`config.mk`:
```
export PLATFORM = sky130hd
export DESIGN_NAME = suc_service_unit
export DESIGN_NICKNAME = d
export VERILOG_FILES = /design/src/core/suc_service_unit.v
export VERILOG_INCLUDE_DIRS = /design/src /design/src/core
export SDC_FILE = /design/constraint.sdc
export NUM_CORES = 1
export LEC_CHECK = 0
export BUFFER_PORTS_ARGS = -buffer_cell sky130_fd_sc_hd__buf_2
export CORE_AREA = 5 5 183 185
export CTS_BUF_LIST = sky130_fd_sc_hd__clkbuf_4
export DETAILED_ROUTE_END_ITERATION = 8
export DIE_AREA = 0 0 188 190
export PLACE_DENSITY = 0.57
export RECOVER_POWER = 25
export SLEW_MARGIN = 0
export SYNTH_ARGS = -nofsm -noshare
export SYNTH_HDL_FRONTEND = slang
export SYNTH_SLANG_ARGS = --single-unit
export TNS_END_PERCENT = 1
```
`constraint.sdc`:
```
create_clock -name i_clk -period 2.2 [get_ports i_clk]
set_input_delay 0.11 -clock i_clk [delete_from_list [all_inputs] [get_ports i_clk]]
set_output_delay 0.11 -clock i_clk [all_outputs]
set_load 0.05 [all_outputs]
```
`src/core/suc_defines.vh`:
```
// Constants for the service unit control and status block.
// Assumes an APB slave with 32-bit data and one register word per index.
//
// Notes on behaviour
// - byte, halfword, word accesses each done atomically
// - every byte and halfword lane separately addressable
// - guarded registers refuse writes while guard active
// - control bit 4 one starts chip erase
// - control bit 3 one starts self-test
// - control bit 2 one starts CRC
// - control bit 0 one resets the unit
// - reserved bits read zero, master writes zero
// - status bit 4 sets on forbidden command
// - status bit 3 sets on failure, W1C
// - status bit 2 sets on bus error, W1C
// - status bit 1 sets on cold-plug, W1C
// - status bit 0 sets on completion, W1C
// - hot-plug flag resets one, clock change clears
// - mailbox dirty set on write, cleared on read
// - probe flag sets once, never clears
// - secured flag caught at power-up, never clears
// - start location bits 31:2, low bits zero
// - word count bits 31:2, low bits zero
// - data register gives seed, takes result
`ifndef SUC_DEFINES_VH
`define SUC_DEFINES_VH

// ---------------------------------------------------------------
// Register indices, byte address is four times the index
// ---------------------------------------------------------------
`define SUC_IDX_CTRL 8'h00
`define SUC_IDX_STA 8'h01
`define SUC_IDX_STB 8'h02
`define SUC_IDX_LOC 8'h04
`define SUC_IDX_LEN 8'h08
`define SUC_IDX_DATA 8'h0c
`define SUC_IDX_MBX0 8'h10
`define SUC_IDX_MBX1 8'h14
`define SUC_AW 8

// ---------------------------------------------------------------
// Field positions
// ---------------------------------------------------------------
`define SUC_CTRL_ERASE 4
`define SUC_CTRL_BIST 3
`define SUC_CTRL_CRC 2
`define SUC_CTRL_SRST 0
`define SUC_STA_DENIED 4
`define SUC_STA_FAIL 3
`define SUC_STA_BUS_FAULT 2
`define SUC_STA_CRST 1
`define SUC_STA_DONE 0
`define SUC_STB_HOTPLUG 4
`define SUC_STB_DIRTY1 3
`define SUC_STB_DIRTY0 2
`define SUC_STB_PROBE 1
`define SUC_STB_SEC 0

// ---------------------------------------------------------------
// Reset values
// ---------------------------------------------------------------
`define SUC_RST_FLAGS 5'h00
`define SUC_RST_WORD 32'h00000000
`define SUC_WORD_MASK 32'hfffffffc

`endif

```
`src/core/suc_service_unit.v`:
```
// Service unit control and status register front end, APB slave.
// Assumes the erase, self-test and CRC engines and all event inputs
// run on i_clk; strobes and flags exchanged with them need no sync.
//
// Decided for this implementation: the APB interface to the registers.
`timescale 1ns/10ps
`default_nettype none
`include "suc_defines.vh"

module suc_service_unit #(
  parameter AW = `SUC_AW
) (
  input wire i_clk,
  input wire i_rst,
  // APB slave
  input wire i_psel,
  input wire i_penable,
  input wire i_pwrite,
  input wire [AW-1:0] i_paddr,
  input wire [31:0] i_pwdata,
  input wire [3:0] i_pstrb,
  output wire o_pready,
  output wire o_pslverr,
  output reg [31:0] o_prdata,
  // Chip context
  input wire i_guard_active,
  input wire i_secured_in,
  input wire i_probe_detect,
  input wire i_cold_plug_detect,
  input wire i_clk_func_change,
  // Engine side
  input wire i_op_done,
  input wire i_op_fail,
  input wire i_op_bus_err,
  input wire i_result_valid,
  input wire [31:0] i_result_data,
  output reg o_erase_start,
  output reg o_bist_start,
  output reg o_crc_start,
  output reg o_soft_reset,
  output reg [31:0] o_op_location,
  output reg [31:0] o_op_word_count,
  output reg [31:0] o_op_data
);

  // ---------------------------------------------------------------
  // Declarations
  // ---------------------------------------------------------------
  reg [4:0] sta_q; // Sticky status flags a
  reg [4:0] sta_d;
  reg hot_plug_q; // Hot-plug allowed
  reg [1:0] dirty_q; // Mailbox dirty flags
  reg [1:0] dirty_d;
  reg probe_q; // Probe attached
  reg sec_q; // Secured state
  reg sec_cap_q; // Pending power-up capture of secured state
  reg [31:0] mbx0_q; // Debug mailbox 0
  reg [31:0] mbx1_q; // Debug mailbox 1
  reg [31:0] rd_d; // Read data for the coming access phase
  wire [31:0] lane_m; // Byte lane write mask
  wire [7:0] idx; // Register index from byte address
  wire acc; // Access phase
  wire wr_any; // Write in access phase
  wire rd_any; // Read in access phase
  wire mapped; // Address hits a register
  wire guarded; // Address hits a write guarded register
  wire wr_ok; // Write that takes effect
  wire wr_blk; // Write refused by the guard
  wire ctrl_wr; // Accepted write to control lane 0
  wire sta_wr; // Accepted write to status a lane 0
  wire req_erase; // Erase request written
  wire req_bist; // Self-test request written
  wire req_crc; // CRC request written
  wire req_srst; // Unit reset request written
  wire deny; // Request refused in secured state

  // ---------------------------------------------------------------
  // Bus decode
  // ---------------------------------------------------------------
  assign idx = {2'b00, i_paddr[AW-1:2]};
  assign acc = i_psel & i_penable;
  assign wr_any = acc & i_pwrite;
  assign rd_any = acc & ~i_pwrite;

  // Address map check, mailboxes are the only unguarded registers
  assign mapped = (idx == `SUC_IDX_CTRL) | (idx == `SUC_IDX_STA) |
                  (idx == `SUC_IDX_STB) | (idx == `SUC_IDX_LOC) |
                  (idx == `SUC_IDX_LEN) | (idx == `SUC_IDX_DATA) |
                  (idx == `SUC_IDX_MBX0) | (idx == `SUC_IDX_MBX1);
  assign guarded = mapped & (idx != `SUC_IDX_MBX0) & (idx != `SUC_IDX_MBX1);

  // Guarded writes are refused while the guard is on
  assign wr_blk = wr_any & guarded & i_guard_active;
  assign wr_ok = wr_any & mapped & ~wr_blk;

  // Zero wait slave, error on unmapped or refused access
  assign o_pready = 1'b1;
  assign o_pslverr = acc & (~mapped | wr_blk);

  // ---------------------------------------------------------------
  // Byte lane mask
  // ---------------------------------------------------------------
  // Each strobe opens its own byte, so byte and halfword writes
  // land in one cycle and touch nothing else
  genvar g;
  generate
    for (g = 0; g < 4; g = g + 1)
    begin : g_lane
      assign lane_m[g*8+7:g*8] = {8{i_pstrb[g]}};
    end
  endgenerate

  // ---------------------------------------------------------------
  // Command decode
  // ---------------------------------------------------------------
  assign ctrl_wr = wr_ok & (idx == `SUC_IDX_CTRL) & i_pstrb[0];
  assign sta_wr = wr_ok & (idx == `SUC_IDX_STA) & i_pstrb[0];
  assign req_erase = ctrl_wr & i_pwdata[`SUC_CTRL_ERASE];
  assign req_bist = ctrl_wr & i_pwdata[`SUC_CTRL_BIST];
  assign req_crc = ctrl_wr & i_pwdata[`SUC_CTRL_CRC];
  assign req_srst = ctrl_wr & i_pwdata[`SUC_CTRL_SRST];

  // Self-test and CRC would expose memory, so secured state bars them
  assign deny = sec_q & (req_bist | req_crc);

  // ---------------------------------------------------------------
  // Start strobes
  // ---------------------------------------------------------------
  // One-cycle pulses, nothing is kept in the control register
  always @(posedge i_clk)
  begin
    if (i_rst | o_soft_reset)
    begin
      o_erase_start <= 1'b0;
      o_bist_start <= 1'b0;
      o_crc_start <= 1'b0;
    end
    else
    begin
      o_erase_start <= req_erase & ~req_srst;
      o_bist_start <= req_bist & ~sec_q & ~req_srst;
      o_crc_start <= req_crc & ~sec_q & ~req_srst;
    end
  end

  // Unit reset pulse, clears the unit on the following edge
  always @(posedge i_clk)
  begin
    if (i_rst)
    begin
      o_soft_reset <= 1'b0;
    end
    else
    begin
      o_soft_reset <= req_srst;
    end
  end

  // ---------------------------------------------------------------
  // Status flags a
  // ---------------------------------------------------------------
  // Write one clears, an event in the same cycle wins
  always @*
  begin
    sta_d = sta_q;
    if (sta_wr)
    begin
      sta_d = sta_q & ~i_pwdata[4:0];
    end
    if (deny)
    begin
      sta_d[`SUC_STA_DENIED] = 1'b1;
    end
    if (i_op_fail)
    begin
      sta_d[`SUC_STA_FAIL] = 1'b1;
    end
    if (i_op_bus_err)
    begin
      sta_d[`SUC_STA_BUS_FAULT] = 1'b1;
    end
    if (i_cold_plug_detect)
    begin
      sta_d[`SUC_STA_CRST] = 1'b1;
    end
    if (i_op_done)
    begin
      sta_d[`SUC_STA_DONE] = 1'b1;
    end
  end

  // Flag register
  always @(posedge i_clk)
  begin
    if (i_rst | o_soft_reset)
    begin
      sta_q <= `SUC_RST_FLAGS;
    end
    else
    begin
      sta_q <= sta_d;
    end
  end

  // ---------------------------------------------------------------
  // Status flags b
  // ---------------------------------------------------------------
  // Hot-plug permission only comes back through the chip reset
  always @(posedge i_clk)
  begin
    if (i_rst)
    begin
      hot_plug_q <= 1'b1;
    end
    else if (i_clk_func_change)
    begin
      hot_plug_q <= 1'b0;
    end
  end

  // Probe and secured flags only ever set, unit reset leaves them
  always @(posedge i_clk)
  begin
    if (i_rst)
    begin
      probe_q <= 1'b0;
      sec_q <= 1'b0;
      sec_cap_q <= 1'b1;
    end
    else
    begin
      probe_q <= probe_q | i_probe_detect;
      sec_cap_q <= 1'b0;
      sec_q <= sec_q | (sec_cap_q & i_secured_in);
    end
  end

  // Dirty flags, a mailbox write sets and a read clears
  always @*
  begin
    dirty_d = dirty_q;
    if (rd_any & (idx == `SUC_IDX_MBX0))
    begin
      dirty_d[0] = 1'b0;
    end
    if (rd_any & (idx == `SUC_IDX_MBX1))
    begin
      dirty_d[1] = 1'b0;
    end
    if (wr_ok & (idx == `SUC_IDX_MBX0))
    begin
      dirty_d[0] = 1'b1;
    end
    if (wr_ok & (idx == `SUC_IDX_MBX1))
    begin
      dirty_d[1] = 1'b1;
    end
  end

  // Dirty register
  always @(posedge i_clk)
  begin
    if (i_rst | o_soft_reset)
    begin
      dirty_q <= 2'b00;
    end
    else
    begin
      dirty_q <= dirty_d;
    end
  end

  // ---------------------------------------------------------------
  // Word registers
  // ---------------------------------------------------------------
  // Location, count and data take the written lanes only
  always @(posedge i_clk)
  begin
    if (i_rst | o_soft_reset)
    begin
      o_op_location <= `SUC_RST_WORD;
      o_op_word_count <= `SUC_RST_WORD;
      o_op_data <= `SUC_RST_WORD;
      mbx0_q <= `SUC_RST_WORD;
      mbx1_q <= `SUC_RST_WORD;
    end
    else
    begin
      if (wr_ok & (idx == `SUC_IDX_LOC))
      begin
        o_op_location <= ((o_op_location & ~lane_m) | (i_pwdata & lane_m))
                         & `SUC_WORD_MASK;
      end
      if (wr_ok & (idx == `SUC_IDX_LEN))
      begin
        o_op_word_count <= ((o_op_word_count & ~lane_m) | (i_pwdata & lane_m))
                           & `SUC_WORD_MASK;
      end
      // Engine result overrides a bus write in the same cycle
      if (i_result_valid)
      begin
        o_op_data <= i_result_data;
      end
      else if (wr_ok & (idx == `SUC_IDX_DATA))
      begin
        o_op_data <= (o_op_data & ~lane_m) | (i_pwdata & lane_m);
      end
      if (wr_ok & (idx == `SUC_IDX_MBX0))
      begin
        mbx0_q <= (mbx0_q & ~lane_m) | (i_pwdata & lane_m);
      end
      if (wr_ok & (idx == `SUC_IDX_MBX1))
      begin
        mbx1_q <= (mbx1_q & ~lane_m) | (i_pwdata & lane_m);
      end
    end
  end

  // ---------------------------------------------------------------
  // Read path
  // ---------------------------------------------------------------
  // Read mux, reserved and unmapped bits read zero
  always @*
  begin
    rd_d = 32'h00000000;
    if (idx == `SUC_IDX_CTRL)
    begin
      rd_d = 32'h00000000;
    end
    else if (idx == `SUC_IDX_STA)
    begin
      rd_d = {27'h0000000, sta_q};
    end
    else if (idx == `SUC_IDX_STB)
    begin
      rd_d = {27'h0000000, hot_plug_q, dirty_q[1], dirty_q[0], probe_q, sec_q};
    end
    else if (idx == `SUC_IDX_LOC)
    begin
      rd_d = o_op_location;
    end
    else if (idx == `SUC_IDX_LEN)
    begin
      rd_d = o_op_word_count;
    end
    else if (idx == `SUC_IDX_DATA)
    begin
      rd_d = o_op_data;
    end
    else if (idx == `SUC_IDX_MBX0)
    begin
      rd_d = mbx0_q;
    end
    else if (idx == `SUC_IDX_MBX1)
    begin
      rd_d = mbx1_q;
    end
  end

  // Read data sampled in the setup cycle, valid for the access phase
  always @(posedge i_clk)
  begin
    if (i_rst)
    begin
      o_prdata <= 32'h00000000;
    end
    else if (i_psel & ~i_penable & ~i_pwrite)
    begin
      o_prdata <= rd_d;
    end
  end

endmodule
`default_nettype wire
```
Yosys cells after proc, flatten, opt, wreduce, memory -nomap -nowiden

Index checks and enable logic that the tools add are counted.

Add/subtract/negate cells: 0
Multiply operators: 0
Div/mod/pow operators: 0
$lt $le $gt $ge: 0
Equality and inequality tests: 9
Shift operators: 0
Muxes and demuxes: 21
Bitwise operators: 66
Reduce and logical (&&, ||, !) cells: 9

Operator list:

| kind                                                                  | number |
|---|---|
| 32-bit 2-to-1 mux                                                     | 10 |
| 32-bit AND                                                            | 6 |
| 32-bit bitwise OR                                                     | 5 |
| 1-bit AND                                                             | 34 |
| 32-bit inverter                                                       | 1 |
| 2-bit nonzero test                                                    | 8 |
| 6-bit by 4-bit equality test with 1-bit output, second input constant | 2 |
| 6-bit by 5-bit equality test with 1-bit output, second input constant | 2 |
| 6-bit by 5-bit != test with 1-bit output, second input constant       | 2 |
| 1-bit bitwise OR                                                      | 12 |
| 1-bit 2-to-1 mux                                                      | 10 |
| 8-bit zero test                                                       | 1 |
| 6-bit by 1-bit equality test with 1-bit output, second input constant | 1 |
| 6-bit by 2-bit equality test with 1-bit output, second input constant | 1 |
| 6-bit by 3-bit equality test with 1-bit output, second input constant | 1 |
| 1-bit inverter                                                        | 6 |
| 5-bit AND                                                             | 1 |
| 5-bit 2-to-1 mux                                                      | 1 |
| 5-bit inverter                                                        | 1 |

Flip-flop bits (word level): 203
Latch bits: 0
Bits in writable memories: 0
Bits in read-only memories: 0
Input port bits: 90
Output and inout port bits: 134
Memories: 0

Longest topological paths before layout

Gate-level depths: netlist (run 1).

Depth in word-level cells: 20
Gate-level depth with buffers: 7
Gate-level depth less buffers: 4

Worst setup path before layout (run 1)

Ideal clock, no wire load.

Kind: input -> output
Start: input i_paddr[2]
End: output o_pslverr
Data arrival time: 1,970 ps
Data required time: 2,090 ps
Setup slack: 120 ps
Stages on the path: 7
Buffers on the path: 3
Cell sequence: buf_2 > or3b_1 > clkbuf_1 > nor2_1 > clkbuf_1 > o22a_1 > a21oi_1

Word-level cells in the longest chain between the ends: 14
Elaborated cells between the ends (all ways): 24
Classes of those cells: 9 x eq/ne; 14 x bitwise; 1 x reduce/logical

RTL lines:

| item                                                                                               | RTL line              | text |
|---|---|---|
| start, declared                                                                                    | suc_service_unit.v:19 | `input wire [AW-1:0] i_paddr,` |
| 6-bit by 1-bit equality test with 1-bit output (no line) / 8-bit zero test (equally long branches) | n/a                   |  |
| 1-bit bitwise OR (7 in series)                                                                     | suc_service_unit.v:86 | `` assign mapped = (idx == `SUC_IDX_CTRL) \| (idx == `SUC_IDX_STA) \| `` |
| 1-bit AND (2 in series)                                                                            | suc_service_unit.v:90 | `` assign guarded = mapped & (idx != `SUC_IDX_MBX0) & (idx != `SUC_IDX_MBX1); `` |
| 1-bit AND (2 in series)                                                                            | suc_service_unit.v:93 | `assign wr_blk = wr_any & guarded & i_guard_active;` |
| 1-bit bitwise OR (*)                                                                               | suc_service_unit.v:98 | `assign o_pslverr = acc & (~mapped \| wr_blk);` |
| 1-bit AND (*)                                                                                      | suc_service_unit.v:98 |  |
| end, declared                                                                                      | suc_service_unit.v:23 | `output wire o_pslverr,` |

Every way passes the cells marked *; elsewhere a longest branch is shown, timed or not.

Worst setup path after layout (run 1)

Start: input i_paddr[4]
End: register o_soft_reset

Word-level cells in the longest chain between the ends: 17
Elaborated cells between the ends (all ways): 27
Classes of those cells: 9 x eq/ne; 17 x bitwise; 1 x reduce/logical

RTL lines:

| item                                                                                               | RTL line               | text |
|---|---|---|
| 6-bit by 1-bit equality test with 1-bit output (no line) / 8-bit zero test (equally long branches) | n/a                    |  |
| 1-bit bitwise OR (7 in series)                                                                     | suc_service_unit.v:86  |  |
| 1-bit AND (2 in series)                                                                            | suc_service_unit.v:90  |  |
| 1-bit AND (2 in series)                                                                            | suc_service_unit.v:93  |  |
| 1-bit inverter                                                                                     | suc_service_unit.v:94  | `assign wr_ok = wr_any & mapped & ~wr_blk;` |
| 1-bit AND                                                                                          | suc_service_unit.v:94  |  |
| 1-bit AND (*) (2 in series)                                                                        | suc_service_unit.v:116 | `` assign ctrl_wr = wr_ok & (idx == `SUC_IDX_CTRL) & i_pstrb[0]; `` |
| 1-bit AND (*)                                                                                      | suc_service_unit.v:121 | `` assign req_srst = ctrl_wr & i_pwdata[`SUC_CTRL_SRST]; `` |
| end signal, assigned                                                                               | suc_service_unit.v:155 | `o_soft_reset <= req_srst;` |
| end, declared                                                                                      | suc_service_unit.v:40  | `output reg o_soft_reset,` |

Marks and branches as above.
A chain may end at the register's enable or synchronous reset.

==> results.ini, run 1 <==
[run_status]
status=completed

[layout]
area_growth_pct=34.7
finalNonFillerCells=1800
final_cell_area_um2=12600
fin_util_pct=39.5
fillers=3302
fin_nets=1444
drive_above_1_share_pct=24.1

[clocking]
cts_root_buf=clkbuf_4
clock_path_buffers=3
htreeDepth=2
cts_inserted_buffers=58
cts_sinks=203
cts_tree=yes
clk_latency_ns=0.69
clk_pin_slew_ns=0.07

[sta]
final.setup.tns_ns=0
hold_violations=0
fin_skew_ns=0.0453
period_share_pct=97.3
max_freq_mhz=467
slew_violations=0
rsz0062_at_grt=false
setup_viol=0
finalCriticalPeriod_ns=2.14
tightest_slew_ns=1.04
relSlewSlack_pct=30.8

[synth]
syn-mean-instance-area_um2=9.17
synth-edff-count=0
postSynthCellCount=1020
synth.top_cell.area_share_pct=43.5
synthTopCellsByArea=dfxtp_1 (43%), mux2i_1 (17%), nand2_1 (7.9%)
synth.most_common_cell=dfxtp_1
synth_top_area_cell=dfxtp_1
synthTopCellsByCount=dfxtp_1 (203), nand2_1 (197), mux2i_1 (159), clkbuf_1 (55), nor2_1 (48)
ys_seq_area_share_pct=43.5
synth_warnings=0
synth_area_um2=9350
ys_seq_elements=203
ys.flop_type=dfxtp_1
synth_cell_type_count=56
async_flop_share_pct=0

[power_and_ir_drop]
p_clk_share_pct=41.3
p_seq_share_pct=46.3
total_switching_power_mw=2.29
cellPowerDensity_nw_per_um2=647
peakVddDrop_v=0.000390
power_mw=8.15
internal_power_mw=5.86
p_leak_nw=5.60
switching_share_pct=28.1
p_comb_share_pct=12.4

[placed_design]
routabilityCongestion=0.857
dpl_cell_area_um2=11000
dp_hpwl_um=22900
place_inst=1600
numPortBuffers=216

[global_route]
grt_overflow_total=0
grt_pass1_wl_um=51600
grt_max_degree=81
antenna_found_initial=1
grt_pass1_vias=8918
track_usage_pct=18.1

[flow_run]
drv_cap=0

[floorplanning]
row_count=66
dieArea_um2=35700
die_y_um=190
start_util_pct=29.3
core_area_um2=31900
io_pins=224
die_w_um=188

[critical_path]
r2r_setup_slack_ns=0.36
crit_path_start=i_paddr[4]
crit_type=primary input to flip-flop
r2r_end=o_erase_start
cp-start-kind=primary input
r2r_start=o_soft_reset
slowest_delay_ns=0.61
worst-endpoint-arrival_ns=2.74
rr_worst_depth=5
worstPathRequired_ns=2.80
cp-end-kind=flip-flop
slowest_stage=dlygate4sd3_1
cp_max_fo=7
path_cells=buf_4 -> dlygate4sd3_1 -> or4_1 -> buf_4 -> nor3_1 -> nand2_1 -> nor3_1 -> dlygate4sd3_1

[routing]
drc=0
wl_per_cell_um=18.8
dr.pass1.iters=4
drtIter0Drc=409
vias=8971
final_antenna_net_count=0
via_per_inst=4.98
wl_um=33800

[hold_path]
whs_path_depth=5
hp-start=i_psel
worstHoldEndpoint=dirty_q[0]
hold_path.class=primary input to flip-flop

-- per-layer routing --
layer / wire, um / track usage, % / part of all wire (%)
met2: 15900 / 30.0 / 47
met5: 0 / 0 / 0
met1: 15300 / 23.6 / 45
met4: 514 / 5.08 / 1.5
met3: 2020 / 4.40 / 6.0
-- cell usage in the layout, fill, tap and decap left out, types with 16 or more instances in the layout --
cell type and instances:
dfxtp_1 203, nand2_1 197, mux2i_1 159, buf_2 136
dlygate4sd3_1 102, clkbuf_4 86, clkbuf_1 78, nor2_1 45
a221oi_1 37, a21oi_1 36, nor3_1 36, o21ai_0 34
and3_1 32, buf_4 31, mux2_2 27, a211oi_1 19
inv_1 16
-- cells by family (layout without fill, tap and decap cells) --
kind of cell | after synthesis | after routing | share of synthesized area (%)
and+or+nand+nor | 365 | 365 | 18.2
muxes | 186 | 186 | 20.3
AOI/OAI and AO/OA | 164 | 164 | 13.2
buffers and inverters | 100 | 467 | 4.68
other | 2 | 7 | 0.0803
DFF | 203 | 203 | 43.5
-- power groups by stage --
stage / logic [mW] / clock network, mW / registers, mW
5_1_grt: 1.08 / 3.68 / 3.78
4_1_cts: 1.01 / 3.50 / 3.77
3_3_place_gp: 0.858 / 0 / 3.85
2_1_floorplan: 0.403 / 0 / 3.99
3_5_place_dp: 0.865 / 0 / 3.85
6_report: 1.01 / 3.37 / 3.77
-- area by class of cell --
cell class	count	area (um^2)	area share, %
sequential	203	4060	32.3
timing repair buffer	355	2360	18.8
antenna	2	5.00	0.0397
tap	408	510	4.05
multi-input combinational	720	4900	38.9
clock buffer	86	646	5.13
inverter	16	60.1	0.477
clock inverter	10	42.5	0.338
-- through the flow --
step | hold slack, ns | setup WS [ns]
finish | 0.0782 | 0.0601
global route | 0.0663 | 0.0147
floorplan | 0.138 | 0.120
global placement | 0.326 | 0.201
CTS | 0.00804 | 0.00539
detailed placement | 0.323 | 0.152
-- worst max-delay path, delay by kind of cell --
kind	cells	cell delay, ns
buf+inv	4	1.52
simple gates	4	1.10
-- worst max-delay path by stage --
stage	end	slack, ns	depth (start not counted)
5_1_grt	o_pslverr	0.01	8
2_1_floorplan	o_pslverr	0.12	7
6_report	o_soft_reset	0.06	8
3_3_place_gp	o_prdata[1]	0.20	5
4_1_cts	sta_q[0]	0.005	7
3_5_place_dp	o_prdata[0]	0.15	5
-- what timing repair did --
action | 4_1_cts | 5_1_grt
hold buffers | 102 | 0
buffers inserted | 0 | 0
resized for setup | 0 | 9
endpoints found under the hold margin | 175 | 0
endpoints found under the setup margin | 0 | 6
Power figures use the tool's default switching activity.
==> run 2: changes to the inputs <==
- PLACE_DENSITY: 0.57 -> unset
==> run 2 against run 1 <==
Net effect: sequential share of layout area down 0.31 points; die area unchanged; non-clock buffer count up 10; critical path depth unchanged; global-route usage up 0.19 points; clock power down 2%; register-to-register slack worse by 0.12 ns.
==> results.ini, run 2 (synthesized netlist as in run 1, its figures left out) <==
[power_and_ir_drop]
p_leak_nw=5.73  ; +2.4%
p_clk_share_pct=40.8  ; -0.5 points
cellPowerDensity_nw_per_um2=638  ; -1.4%
switching_share_pct=28.1  ; +0.084 points
p_seq_share_pct=46.5  ; +0.2 points
peakVddDrop_v=0.000347  ; -11%
p_comb_share_pct=12.7  ; +0.3 points
internal_power_mw=5.83  ; -0.55%
total_switching_power_mw=2.28  ; -0.13%

[routing]
drc=0  ; unchanged
vias=9123  ; +1.7%
dr_wl_met2_um=15500  ; -2.6%
via_per_inst=5.03  ; +0.91%
drt-met1-wl_um=14900  ; -3.0%
wl_um=33600  ; -0.45%
dr.pass1.iters=5  ; +1
final_antenna_net_count=0  ; unchanged
wl_met3_um=2310  ; +14%
wl_per_cell_um=18.5  ; -1.2%
highest_layer=met5
drtIter0Drc=467  ; +14%

[layout]
layout_commonest_cell=dfxtp_1
layout_common_cells=dfxtp_1 (203), nand2_1 (197), mux2i_1 (159)
drive_above_1_share_pct=24.4  ; +0.28 points
area_growth_pct=36.0
fin_nets=1453  ; +0.62%

[global_route]
grt_pass1_wl_um=52300  ; +1.4%
grt_max_degree=96  ; +19%
grt_overflow_total=0  ; unchanged
grt_pass1_vias=9163  ; +2.7%
antenna_found_initial=2  ; +1
track_usage_pct=18.3  ; +0.19 points

[critical_path]
cp-start-kind=primary input
path_delay_family=buffers and inverters
slowest_delay_ns=0.61  ; about the same
crit_path_frequent_cell=dlygate4sd3_1
cp_max_fo=13  ; +6
worstPathRequired_ns=2.80  ; about the same
crit_type=primary input to flip-flop
slowest_stage=dlygate4sd3_1
worst-endpoint-arrival_ns=2.67  ; -0.07 ns
path_buf_inv=4  ; unchanged
cp-end-kind=flip-flop
path_cells=dlygate4sd3_1 -> buf_2 -> nand3_1 -> a21oi_1 -> buf_4 -> nand3_2 -> a221oi_1 -> dlygate4sd3_1

[clocking]
cts_inserted_buffers=57  ; -1.7%
cts_tree=yes
clock_path_buffers=3  ; unchanged
htreeDepth=2  ; unchanged
clk_pin_slew_ns=0.06  ; about the same
cts_setup_buffers=0  ; unchanged
cts_sinks=203  ; unchanged
cts_root_buf=clkbuf_4
clk_latency_ns=0.67  ; -0.02 ns

[floorplanning]
die_y_um=190  ; unchanged
core_area_um2=31900  ; unchanged
io_pins=224  ; unchanged
dieArea_um2=35700  ; unchanged
start_util_pct=29.3  ; unchanged
die_w_um=188  ; unchanged
row_count=66  ; unchanged

[flow_run]
drv_cap=0  ; unchanged

[placed_design]
routabilityCongestion=0.842  ; -1.8%
dp_hpwl_um=22600  ; -1.4%
place_ws_ns=0.172  ; +0.0200 ns
numPortBuffers=216  ; unchanged

[sta]
slew_violations=0  ; unchanged
final.setup.worst_slack_ns=0.127  ; +0.0668 ns
setup_viol=0  ; unchanged
rsz0062_at_grt=false
period_share_pct=94.2  ; -3.0 points
tightest_slew_ns=1.01  ; -0.0301 ns
max_freq_mhz=482  ; +3.2%
relSlewSlack_pct=32.8  ; +2.0 points
final.setup.tns_ns=0  ; unchanged
hold_violations=0  ; unchanged
fin_skew_ns=0.0494  ; +0.00407 ns
finalCriticalPeriod_ns=2.07  ; -0.0668 ns

[hold_path]
hold_path.class=primary input to flip-flop

[run_status]
status=completed

==> run 2: cell types whose count changed in the layout (fill, tap and decap cells not counted), moves of 2 or more <==
cell and delta:
buf_12 +2, buf_2 +16, clkbuf_1 -15, clkbuf_4 -3, clkinv_1 +6, dlygate4sd3_1 +9
==> run 2: final cells by class <==
cell class	count	area (um^2)
Fill cell	3249	19200
Multi-Input combinational cell	720	4880
Sequential cell	203	4060
Timing Repair Buffer	365	2500
Clock buffer	83	623
Tap cell	408	510
Clock inverter	16	63.8
Inverter	16	60.1
Antenna cell	3	7.51
==> run 2: what timing repair did <==
item	4_1_cts	5_1_grt
endpoints found under the setup margin	0	2
hold endpoints to repair	175	0
resized for setup	0	2
hold buffers	111	0
==> run 2: worst reg2reg max path, stage by stage (launching register included) <==
cell and delay, ns:
dfxtp_1 0.33, nor2_1 0.31, buf_12 0.31, o21ai_0 0.18, a41oi_1 0.20, dlygate4sd3_1 0.57
==> run 2: power by group through the flow <==
stage / logic [mW] / registers, mW / clock network (mW)
finish: 1.03 / 3.77 / 3.31
global route: 1.10 / 3.78 / 3.64
CTS: 1.02 / 3.77 / 3.44
detailed placement: 0.862 / 3.85 / 0
global placement: 0.852 / 3.85 / 0
floorplan: 0.403 / 3.99 / 0
==> run 2: final timing paths <==
check	startpoint	to	slack (ns)	cells after the start
max	i_pwrite	flip-flop	0.13	8
min	i_result_valid	flip-flop	0.06	4
max reg2reg	o_soft_reset	sta_q[0]	0.24	5
min reg2reg	flip-flop	flip-flop	0.46	2
==> run 2: per-layer routing <==
metal  track usage, %  up-vias
met4             6.30        2
met3             4.62       69
met1             23.6     4370
met5                0        -
met2             29.9      330
li1                 -     4352
==> run 2: through the flow <==
stage	hold slack [ns]	util [%]	instances	cell area, um^2	total power, mW
after floorplan	0.138	-	1023	9360	4.39
after global placement	0.319	34.5	1601	11000	4.71
after detailed placement	0.332	34.5	1601	11000	4.72
after CTS	0.00120	40.1	1811	12800	8.23
after global routing	0.0321	39.9	1814	12700	8.52
final	0.0560	39.9	1814	12700	8.11
==> run 3: changes to the inputs <==
- CORE_AREA: 5 5 183 185 -> 5 5 131 258
- DIE_AREA: 0 0 188 190 -> 0 0 136 263
==> run 3 against run 2 <==
Net effect: first-iteration DRC count down 5.1%; largest power group unchanged; global-route usage up 0.84 points; the flow now finishes with violations (max-capacitance violations, max-slew violations); clock power decreased by 6.6%; combinational power is essentially flat; cell count increased by 0.44%; largest cell class unchanged; setup slack got worse by 0.022 ns; register-to-register slack improved by 0.10 ns.
==> results.ini, run 3 (synthesized netlist as in run 1, its figures left out) <==
[critical_path]
r2r_start=o_soft_reset
r2r_end=o_erase_start
crit_type=primary input to flip-flop
cp-end-kind=flip-flop
r2r_setup_slack_ns=0.34  ; +0.10 ns
slowest_stage=dlygate4sd3_1
worst-endpoint-arrival_ns=2.72  ; +0.05 ns
path_delay_family=buffers and inverters
rr_worst_depth=5  ; unchanged
crit_path_start=i_pwrite
worstPathRequired_ns=2.83  ; +0.03 ns
path_cells=dlygate4sd3_1 -> buf_2 -> buf_4 -> nand3_1 -> a21oi_2 -> buf_4 -> nand3_4 -> a221oi_1 -> dlygate4sd3_1
slowest_delay_ns=0.60  ; about the same
cp_max_fo=9  ; -4
cp-start-kind=primary input
path_buf_inv=5  ; +1

[clocking]
cts_inserted_buffers=48  ; -16%
htreeDepth=2  ; unchanged
clock_path_buffers=3  ; unchanged
clk_latency_ns=0.68  ; about the same
clk_pin_slew_ns=0.07  ; about the same
cts_tree=yes
cts_sinks=203  ; unchanged
cts_root_buf=clkbuf_4

[routing]
wl_um=35100  ; +4.5%
final_antenna_net_count=0  ; unchanged
wl_per_cell_um=19.3  ; +4.1%
via_per_inst=5.00  ; -0.48%
vias=9119  ; -0.044%
drtIter0Drc=443  ; -5.1%
drc=0  ; unchanged
dr.pass1.iters=5  ; unchanged

[placed_design]
place_ws_ns=0.0474  ; -0.125 ns
routabilityCongestion=0.834  ; -0.88%
place_inst=1620  ; +1.2%
numPortBuffers=216  ; unchanged
dp_hpwl_um=24400  ; +8.2%

[layout]
fillers=3213  ; -1.1%
drive_above_1_share_pct=23.2  ; -1.2 points
fin_nets=1450  ; -0.21%
layout_commonest_cell=dfxtp_1
multiInputGateArea_um2=4900  ; +0.46%
area_growth_pct=35.2
layout_common_cells=dfxtp_1 (203), nand2_1 (197), mux2i_1 (159)
fin_util_pct=40.2  ; +0.33 points
seqCellArea_um2=4060  ; unchanged
finalNonFillerCells=1822  ; +0.44%

[floorplanning]
start_util_pct=29.7  ; +0.42 points
row_count=92  ; +39%
die_y_um=263  ; +38%
core_area_um2=31400  ; -1.4%
dieArea_um2=35800  ; +0.13%
die_w_um=136  ; -28%
io_pins=224  ; unchanged

[sta]
finalCriticalPeriod_ns=2.09  ; +0.0218 ns
relSlewSlack_pct=-11.3  ; -44 points
slew_violations=30  ; +30
fin_skew_ns=0.0345  ; -0.0149 ns
final.setup.tns_ns=0  ; unchanged
max_freq_mhz=477  ; -1.0%
tightest_slew_ns=1.67  ; +0.662 ns
final.setup.worst_slack_ns=0.105  ; -0.0218 ns
setup_viol=0  ; unchanged
rsz0062_at_grt=false
period_share_pct=95.2  ; +0.99 points
hold_violations=0  ; unchanged

[global_route]
track_usage_pct=19.1  ; +0.84 points
grt_pass1_vias=9346  ; +2.0%
grt_max_degree=81  ; -16%
grt_pass1_wl_um=53200  ; +1.6%
grt_overflow_total=0  ; unchanged
antenna_found_initial=4  ; +2

[run_status]
status=finished, violations left
violations=max-capacitance violations, max-slew violations

[hold_path]
hp-start=i_guard_active
worstHoldEndpoint=sta_q[4]
whs_path_depth=5  ; +1
hold_path.class=primary input to flip-flop

[power_and_ir_drop]
cellPowerDensity_nw_per_um2=625  ; -2.1%
p_leak_nw=5.63  ; -1.9%
peakVddDrop_v=0.000371  ; +7.0%

[flow_run]
drv_cap=1  ; +1

run 3: cell count changes in the layout (fill, tap and decap cells not counted), moves of 2 or more:
cell and delta:
buf_12 -5, buf_2 -15, buf_4 +9, clkbuf_1 +15, clkbuf_4 -10, dlygate4sd3_1 +2
run 3: worst max-delay path by stage:
stage / to / cells after the start
floorplan: o_pslverr / 7
global placement: flip-flop / 7
detailed placement: flip-flop / 7
CTS: flip-flop / 9
global route: o_prdata[19] / 5
finish: flip-flop / 9
run 3: timing repair:
action                     in CTS  in global routing
hold buffers                  113                  0
setup endpoints to repair       0                  8
gates resized for setup         0                  4
buffers inserted                0                  0
hold endpoints to repair      175                  0
run 3: area by class of cell:
type | count | area share [%]
Clock inverter | 14 | 0.446
Clock buffer | 73 | 4.34
Timing Repair Buffer | 371 | 19.5
Inverter | 16 | 0.475
Multi-Input combinational cell | 720 | 38.8
Antenna cell | 2 | 0.0396
Tap cell | 423 | 4.19
Sequential cell | 203 | 32.2
run 3: worst reg2reg max path: cells and delay by family, from the launching register on:
family / cells / cell delay, ns
and+or+nand+nor: 4 / 0.90
buffers and inverters: 1 / 0.54
DFF: 1 / 0.35
run 3: metal layers:
layer,wire [um],GRT usage [%],vias to the layer above
met1,12700,19.5,4300
met5,21,0,-
met3,1960,3.97,114
met2,18500,35.2,346
li1,-,-,4355
met4,2020,11.0,4
run 3: where the power goes:
| part | internal, mW | switching (mW) |
|---|---|---|
| clock | 1.52 | 1.58 |
| sequential | 3.73 | 0.0465 |
| combinational | 0.388 | 0.643 |
run 3: per-stage QoR:
| stage | power, mW | instance area, um^2 | hold slack [ns] |
|---|---|---|---|
| CTS | 8.02 | 12700 | 0.00345 |
| finish | 7.90 | 12600 | 0.0679 |
| floorplan | 4.39 | 9360 | 0.138 |
| detailed placement | 4.71 | 11000 | 0.322 |
| global placement | 4.70 | 11000 | 0.320 |
| global route | 8.24 | 12600 | 0.0562 |
